## config.mk

```make
export PLATFORM = sky130hd
export DESIGN_NAME = rlsw_mode_ctrl
export DESIGN_NICKNAME = d
export VERILOG_FILES = /design/src/shared/rlsw_pkg.sv /design/src/logic/rlsw_mode_ctrl.sv
export VERILOG_INCLUDE_DIRS = /design/src /design/src/shared
export SDC_FILE = /design/constraint.sdc
export NUM_CORES = 1
export LEC_CHECK = 0
export BUFFER_PORTS_ARGS = -buffer_cell sky130_fd_sc_hd__buf_4
export CORE_MARGIN = 2
export CORE_UTILIZATION = 44
export CTS_CLUSTER_DIAMETER = 200
export DETAILED_ROUTE_END_ITERATION = 7
export PLACE_DENSITY = 0.66
export SETUP_SLACK_MARGIN = 0.4
export SYNTH_ARGS = -nofsm -noshare
export SYNTH_HDL_FRONTEND = slang
export SYNTH_SLANG_ARGS = --single-unit
```

## constraint.sdc

```tcl
create_clock -name clk -period 3.93 [get_ports clk]
set_input_delay 0.1965 -clock clk [delete_from_list [all_inputs] [get_ports clk]]
set_output_delay 0.1965 -clock clk [all_outputs]
set_load 0.005 [all_outputs]
```

## src/shared/rlsw_map.svh

```systemverilog
// Register offsets, field positions and reset values of the relay switch mode block
`ifndef RLSW_MAP_SVH
`define RLSW_MAP_SVH

// Bus widths
`define RLSW_ADDR_W 8
`define RLSW_DATA_W 16

// Register byte offsets
`define RLSW_ADDR_ONCMD 8'h00
`define RLSW_ADDR_INMODE 8'h04
`define RLSW_ADDR_INSEL 8'h08
`define RLSW_ADDR_STATUS 8'h0c
`define RLSW_ADDR_IRQSTAT 8'h10
`define RLSW_ADDR_IRQMASK 8'h14

// Reset values
`define RLSW_RST_ONCMD 8'h00
`define RLSW_RST_INMODE 8'h00
`define RLSW_RST_INSEL 16'h0000
`define RLSW_RST_IRQ 3'h0

// Status register fields
`define RLSW_STAT_FLAG_BIT 0
`define RLSW_STAT_MODE_LSB 1

// Interrupt event bits
`define RLSW_EVT_LIMP_IN 0
`define RLSW_EVT_LIMP_OUT 1
`define RLSW_EVT_STANDBY 2

`endif

```

## src/shared/rlsw_pkg.sv

```systemverilog
// Types shared by the relay switch mode block
package rlsw_pkg;

  // Operating modes, Gray coded along idle-limp and idle-standby
  typedef enum logic [1:0] {
    RLSW_IDLE = 2'b00,
    RLSW_LIMP = 2'b01,
    RLSW_STANDBY = 2'b10
  } rlsw_mode_e;

  // One register bus request
  typedef struct packed {
    logic wr;
    logic rd;
    logic [7:0] addr;
    logic [15:0] wdata;
  } rlsw_req_s;

  // Software-visible channel configuration
  typedef struct packed {
    logic [7:0] onCmd;
    logic [7:0] inMode;
    logic [15:0] inSel;
  } rlsw_cfg_s;

endpackage

```

## src/logic/rlsw_mode_ctrl.sv

```systemverilog
// Mode control and input routing of the eight-channel relay switch
`timescale 1ns/10ps
`include "rlsw_map.svh"

module rlsw_mode_ctrl (
  input wire logic clk,
  input wire logic rst_b,
  input wire logic limpHomeIn,
  input wire logic resetRequest_b,
  input wire logic [3:0] controlInput,
  input wire rlsw_pkg::rlsw_req_s regReq,
  output logic [15:0] regRdData,
  output logic [7:0] switchChannel,
  output logic [1:0] modeState,
  output logic irq
);
  import rlsw_pkg::*;

  //////////////////////////////////////////////////////////////////////////////
  // Declarations

  // Channel, flag and register state; each has a next_ twin for the idiom
  rlsw_mode_e mode;            // Current operating mode
  rlsw_mode_e next_mode;
  rlsw_cfg_s cfg;              // Channel configuration registers
  rlsw_cfg_s next_cfg;
  logic resetFlag;             // Reset-occurred flag for software
  logic next_resetFlag;
  logic [2:0] irqStat;         // Sticky event bits
  logic [2:0] next_irqStat;
  logic [2:0] irqMask;         // Event enables
  logic [2:0] next_irqMask;
  logic [15:0] next_regRdData;
  logic [7:0] next_switchChannel;
  logic [7:0] routed;          // Per-channel command in idle mode
  logic [2:0] events;          // One-cycle event pulses
  logic softReset;             // Configuration forced to defaults
  logic limpExit;              // Last cycle of limp mode
  logic wrAllowed;             // Writes honoured outside limp mode

  // Pick one of the four control inputs by a two-bit selector
  function automatic logic pickInput(input logic [3:0] pins, input logic [1:0] sel);
    pickInput = pins[sel];
  endfunction

  // True when a request addresses the given register
  function automatic logic hit(input rlsw_req_s req, input logic [7:0] addr);
    hit = (req.addr == addr);
  endfunction

  //////////////////////////////////////////////////////////////////////////////
  // Channel routing

  // The selector is two bits per channel, so any pin can drive any channel
  // Each channel follows its selected pin or its software command
  generate
    for (genvar ch = 0; ch < 8; ch++) begin : gRoute
      // Pins have pull-downs, so an open pin reads low and switches off
      assign routed[ch] = cfg.inMode[ch] ?
        pickInput(controlInput, cfg.inSel[2*ch +: 2]) : cfg.onCmd[ch];
    end
  endgenerate

  //////////////////////////////////////////////////////////////////////////////
  // Next-state computation

  // No input reaches an output combinationally; regRdData and switchChannel are loaded from here
  // Mode, registers, flag, interrupts and outputs in one place
  always_comb begin
    next_mode = mode;
    next_cfg = cfg;
    next_resetFlag = resetFlag;
    next_irqStat = irqStat;
    next_irqMask = irqMask;
    next_regRdData = 16'h0000;
    next_switchChannel = 8'h00;
    events = 3'h0;
    limpExit = (mode == RLSW_LIMP) && !limpHomeIn;
    wrAllowed = (mode != RLSW_LIMP) && !limpHomeIn;

    // Mode transitions; the limp pin is looked at first
    if (limpHomeIn) begin
      next_mode = RLSW_LIMP;
      if (mode != RLSW_LIMP) begin
        events[`RLSW_EVT_LIMP_IN] = 1'b1;
      end
    end else if (!resetRequest_b) begin
      // Covers limp exit with the pin low as well
      next_mode = RLSW_STANDBY;
      if (mode != RLSW_STANDBY) begin
        events[`RLSW_EVT_STANDBY] = 1'b1;
      end
    end else begin
      next_mode = RLSW_IDLE;
    end
    if (limpExit) begin
      events[`RLSW_EVT_LIMP_OUT] = 1'b1;
    end

    // A write in the cycle the limp pin rises is dropped too, so no half setup survives
    // Register writes, only outside limp mode
    if (regReq.wr && wrAllowed) begin
      if (hit(regReq, `RLSW_ADDR_ONCMD)) begin
        next_cfg.onCmd = regReq.wdata[7:0];
      end
      if (hit(regReq, `RLSW_ADDR_INMODE)) begin
        next_cfg.inMode = regReq.wdata[7:0];
      end
      if (hit(regReq, `RLSW_ADDR_INSEL)) begin
        next_cfg.inSel = regReq.wdata;
      end
      if (hit(regReq, `RLSW_ADDR_IRQSTAT)) begin
        next_irqStat = irqStat & ~regReq.wdata[2:0];
      end
      if (hit(regReq, `RLSW_ADDR_IRQMASK)) begin
        next_irqMask = regReq.wdata[2:0];
      end
    end

    // The soft resets leave the interrupt registers alone so limp events stay visible
    // Defaults while limp, on limp exit, or while the reset pin is low
    softReset = limpHomeIn || limpExit || (mode == RLSW_LIMP) || !resetRequest_b;
    if (softReset) begin
      next_cfg.onCmd = `RLSW_RST_ONCMD;
      next_cfg.inMode = `RLSW_RST_INMODE;
      next_cfg.inSel = `RLSW_RST_INSEL;
    end

    // Reads stay live in limp; only the flag clear is held back there
    // Reads answer next cycle; a status read outside limp takes the flag
    if (regReq.rd) begin
      case (regReq.addr)
        `RLSW_ADDR_ONCMD: next_regRdData = {8'h00, cfg.onCmd};
        `RLSW_ADDR_INMODE: next_regRdData = {8'h00, cfg.inMode};
        `RLSW_ADDR_INSEL: next_regRdData = cfg.inSel;
        `RLSW_ADDR_STATUS: next_regRdData = {13'h0000, mode, resetFlag};
        `RLSW_ADDR_IRQSTAT: next_regRdData = {13'h0000, irqStat};
        `RLSW_ADDR_IRQMASK: next_regRdData = {13'h0000, irqMask};
        default: next_regRdData = 16'h0000;
      endcase
      if (hit(regReq, `RLSW_ADDR_STATUS) && wrAllowed) begin
        next_resetFlag = 1'b0;
      end
    end

    // Setting wins over a same-cycle clear
    if (limpExit) begin
      next_resetFlag = 1'b1;
    end
    next_irqStat = next_irqStat | events;

    // Channel drive from the present mode
    case (mode)
      RLSW_LIMP: next_switchChannel = {4'h0, controlInput};
      RLSW_STANDBY: next_switchChannel = 8'h00;
      RLSW_IDLE: next_switchChannel = routed;
      default: next_switchChannel = 8'h00;
    endcase
  end

  //////////////////////////////////////////////////////////////////////////////
  // State registers

  // Asynchronous clear only; the pin-driven resets above are synchronous
  // Power-on reset brings defaults, idle mode and all channels off
  always_ff @(posedge clk or negedge rst_b) begin
    if (!rst_b) begin
      mode <= RLSW_IDLE;
      cfg <= '0;
      resetFlag <= 1'b0;
      irqStat <= `RLSW_RST_IRQ;
      irqMask <= `RLSW_RST_IRQ;
      regRdData <= 16'h0000;
      switchChannel <= 8'h00;
    end else begin
      mode <= next_mode;
      cfg <= next_cfg;
      resetFlag <= next_resetFlag;
      irqStat <= next_irqStat;
      irqMask <= next_irqMask;
      regRdData <= next_regRdData;
      switchChannel <= next_switchChannel;
    end
  end

  // Kept combinational from registers only, so it cannot glitch on a pin edge
  // Level interrupt from any enabled sticky event
  assign irq = |(irqStat & irqMask);
  assign modeState = mode;
endmodule

```

Word-level counts from Yosys, hierarchy flattened --
Index checks and enable logic that the tools add are counted.
Storage, ports and cells: register bits 65, bits in latches 0, bits in writable memories 0, ROM bits 0, output and inout bits 27, word-level logic and storage cells 97, memories 0
Operators by class: add/subtract/negate cells 0, multiply operators 0, divide/modulo/power cells 0, $lt $le $gt $ge 8, eq/ne operators 8, shift-type cells 0, mux-type cells 45, bitwise operators 4, reduce and logical (&&, ||, !) cells 23
Operators by type and width (number):
- $pmux 16 s6 | 1
- $mux 32 | 2
- $mux 16 | 2
- $mux 1 | 25
- $lt 2x3->1 const B | 8
- $bmux 1 s2 | 8
- $eq 8x4->1 const B | 2
- $eq 8x5->1 const B | 2
- $mux 8 | 2
- $pmux 8 s2 | 1
- $reduce_bool 2->1 | 6
- $reduce_and 2->1 | 5
- $eq 8x3->1 const B | 1
- $logic_not 8->1 | 1
- $and 3x3->3 | 2
- $mux 3 | 2
- $logic_and 1x1->1 | 4
- $mux 2 | 2
- $logic_or 1x1->1 | 3
- $not 3->3 | 1
- $or 3x3->3 | 1
- $reduce_or 3->1 | 1
- $eq 2x1->1 const B | 1
- $logic_not 1->1 | 2
- 3 further kinds | 3

Logic depth before layout (Yosys ltp) --
depth after elaboration 7, depth in mapped cells 6, gate-level depth less buffers 4

Worst setup path after synthesis --
Ideal clock, no wire load.
path type input port to flip-flop, start point in regReq[21] (netlist name), end point reg irqMask[0], library setup time 125 ps, data arrival time 1675 ps, path slack 2130 ps, cell stages on the path 4, buffers on the path 1, path through or4b_4 -> buf_6 -> or4_4 -> mux2_4
Between the ends: cells in the longest elaborated chain, start to end 2
Ends and longest elaborated chain:
- start, declared | RTL line rlsw_mode_ctrl.sv:11 | input wire rlsw_pkg::rlsw_req_s regReq,
- $eq 8x5->1 | RTL line rlsw_mode_ctrl.sv:48 | hit = (req.addr == addr);
- $reduce_and 2->1 (no source line)
- end signal, assigned | RTL line rlsw_mode_ctrl.sv:172 | irqMask <= `RLSW_RST_IRQ;
- end signal, assigned | RTL line rlsw_mode_ctrl.sv:180 | irqMask <= next_irqMask;
- end, declared | RTL line rlsw_mode_ctrl.sv:31 | logic [2:0] irqMask;
No other way between the ends. A chain may end at the register's enable or synchronous reset.

Worst setup path after layout --
start point reg mode[0] (netlist: modeState[0]), end point reg cfg[26] (netlist name)
Between the ends: cells in the longest elaborated chain, start to end 7, elaborated cells on any way between the ends 12, classes of those cells eq/ne (2); mux (1); reduce/logical (9)
Ends and longest elaborated chain:
- start, declared | RTL line rlsw_mode_ctrl.sv:23 | rlsw_mode_e mode;
- start signal, assigned | RTL line rlsw_mode_ctrl.sv:176 | mode <= next_mode;
- $eq 2x1->1 | RTL line rlsw_mode_ctrl.sv:78, rlsw_mode_ctrl.sv:122
- $logic_and 1x1->1 | RTL line rlsw_mode_ctrl.sv:78 | limpExit = (mode == RLSW_LIMP) && !limpHomeIn;
- $logic_or 1x1->1 (3 in series) | RTL line rlsw_mode_ctrl.sv:122 | softReset = limpHomeIn || limpExit || (mode == RLSW_LIMP) || !resetRequest_b;
- $reduce_bool 2->1 (no source line)
- $reduce_and 2->1 (no source line)
- end signal, assigned | RTL line rlsw_mode_ctrl.sv:177 | cfg <= next_cfg;
- end, declared | RTL line rlsw_mode_ctrl.sv:25 | rlsw_cfg_s cfg;
Several ways; a longest one is shown, not always the timed one.

==> impl_metrics.json <==
{
  "finalSetupViolCount": 0,
  "core.rowCount": 30,
  "initial_utilization_pct": 45.71,
  "drc": 0,
  "timing.critical_path.fanout_max": 32,
  "setup.worst_path.class": "reg -> reg",
  "synth.top_cells.by_area": "dfrtp_1 52%, mux2i_1 17%, nor2_1 6.4%",
  "hold_ws_ns": 0.02586,
  "setup_total_negative_slack_ns": 0,
  "track_usage_pct": 20.30,
  "clk_latency_ns": 0.34,
  "cell_type_with_the_highest_aggregate_area_in_the_netlist": "dfrtp_1",
  "numCtsBuffers": 9,
  "total_power_mw": 1.381,
  "first_global_vias": 2281,
  "placedInstanceArea_mm2": 0.003622,
  "post_synth_instance_area_mm2": 0.003105,
  "headroom_to_the_max_slew_limit_pct": 24.34,
  "fillers": 595,
  "cts_tree": "yes",
  "ir_drop_mv": 0.1776,
  "grt_max_degree": 66,
  "post_synth_inst_count": 270,
  "drt_iter0_drc": 116,
  "max_cap_violations": 0,
  "final.min_clock_period_ns": 2.290,
  "grt_overflow": 0,
  "final-seq-area_mm2": 0.001627,
  "p_leak_nw": 1.646,
  "layout.cells.most_common": "dfrtp_1",
  "critical_path.startpoint_type": "register",
  "port_buffers": 60,
  "postSynthRegisterBits": 65,
  "synthesis.yosys.warnings": 0,
  "outcome": "finished clean",
  "wire_per_inst_um": 16.63,
  "cts_buffer_depth": 2,
  "multi_input_area_mm2": 0.001399,
  "synth_area_per_cell_um2": 11.50,
  "critPathCaptureType": "register",
  "cp_data_required_time_ns": 4.10,
  "power_density_mw_per_mm2": 360.1,
  "synth_largest_type_area_fraction_pct": 52.38,
  "drtPass1Iterations": 4,
  "overall_die_area_mm2": 0.007746,
  "number_of_nets_with_antenna_violations_after_detailed_routing": 0,
  "mostFrequentLayoutCells": "65 x dfrtp_1, 60 x buf_4, 53 x nor2_1",
  "worst_slack_ns": 1.640,
  "synth.lib_cells_used.distinct": 31,
  "count_of_nets_after_finishing": 366,
  "die_width_um": 88.01,
  "antenna_found_initial": 0,
  "met2_routed_length_mm": 3.482,
  "tritoncts_num_sinks": 65,
  "detail_route.wirelength_mm": 7.201,
  "maxSlewViolCount": 0,
  "floorplan.die.height_um": 88.01,
  "syn2layout_area_growth_pct": 23.53,
  "finalWeightedCongestion": 0.8599,
  "share_of_cells_above_drive_strength_1_pct": 25.82,
  "fmaxAchievable_mhz": 436.6,
  "mappedNetlistNets": 304,
  "core_utilization_of_the_finished_layout_pct": 56.46,
  "via_count": 2278,
  "finalNonFillerCells": 433,
  "num_antenna_cells": 0,
  "dp.final_hpwl_mm": 4.887,
  "avgViaCountPerCell": 5.261,
  "num_io_pins": 61,
  "seq_total_area_yosys_pct": 52.38,
  "cts_repair_resize_count": 0,
  "routed_metal_1_wire_length_mm": 3.280,
  "unrepaired_setup_endpoints_after_global_routing": "false",
  "min_period_over_period_pct": 58.28,
  "highest_metal_layer_used_by_the_detailed_router": "met4",
  "min_path_type": "in -> reg",
  "wire_length_of_the_first_global_routing_pass_mm": 11.63,
  "tightest_slew_ns": 1.132,
  "place_ws_ns": 1.579,
  "cp_data_arrival_time_ns": 2.46,
  "postLayoutCellArea_mm2": 0.003836,
  "cts.reportedPaths.clkPinSlew_ns": 0.06,
  "h-tree-depth": 3,
  "core_mm2": 0.006794,
  "dr_wl_met3_um": 234,
  "dpl.cell_count": 416,
  "clock_root_buffer": "clkbuf_8",
  "fin_skew_ns": 0.008597,
  "hold_viol_final": 0
}
[critical path, cell delays in order, from the launching register on]
cell and delay, ns:
dfrtp_1 0.75, nor2b_1 0.34, nor2_1 0.07, nand2_1 0.82, nor2_1 0.13
[where the power goes]
| part | internal (mW) | leakage, nW | switching (mW) |
|---|---|---|---|
| logic | 0.0462 | 0.665 | 0.0584 |
| clock network | 0.357 | 0.102 | 0.238 |
| registers | 0.674 | 0.879 | 0.00730 |
[final timing paths]
check | from | endpoint | slack [ns] | depth (start not counted)
worst max register to register | modeState[0] | cfg[26] | 1.64 | 4
worst min register to register | resetFlag | resetFlag | 0.51 | 2
min in group asynchronous | rst_b | irqStat[2] | 0.49 | 2
max in group asynchronous | rst_b | regRdData[2] | 2.88 | 2
worst min-delay path | resetRequest_b | modeState[1] | 0.03 | 2
worst max-delay path | modeState[0] | cfg[26] | 1.64 | 4
[cell usage after synthesis (all sizes together)]
cell and n:
dfrtp 65, nor2 53, mux2i 52, nor3 16
nand2 9, a21oi 8, and2 8, inv 7
mux4 7, buf 6, nand2b 5, nor2b 5
clkbuf 4, nor3b 4, o22ai 4, mux2 3
or4b 3, a22o 2, or4 2, a222oi 1
nand3 1, nand3b 1, nor4 1, o21ai 1
o2bb2ai 1, o41ai 1
[flip-flops by register name, indices dropped and copies added, names as in the netlist]
name and flops:
regRdData 16, switchChannel 8, cfg 32, irqStat 3, resetFlag 1, irqMask 3
modeState 2
[final cells by class]
type	instances	area share [%]
Timing Repair Buffer	61	12.00
Clock inverter	3	1.696
Clock buffer	13	3.620
Sequential cell	65	42.40
Tap cell	96	3.131
Inverter	7	0.6849
Multi-Input combinational cell	188	36.46
[logic make-up after synthesis]
kind of cell    count (synthesis)  share of synthesized area, %
buf+inv                        17                         2.578
flops                          65                         52.38
mux                            62                         23.29
compound gates                 18                         3.707
simple gates                  108                         18.05
[metal layers]
layer	global-route usage, %	vias up
li1	-	1077
met1	27.93	1137
met2	31.20	49
met3	3.393	15
met4	10.33	0
met5	0	-
[what timing repair did]
action,CTS,global route
hold buffers,1,0
buffers inserted,0,0
hold endpoints to repair,65,0
No activity file was read; power rests on OpenSTA's default activity.
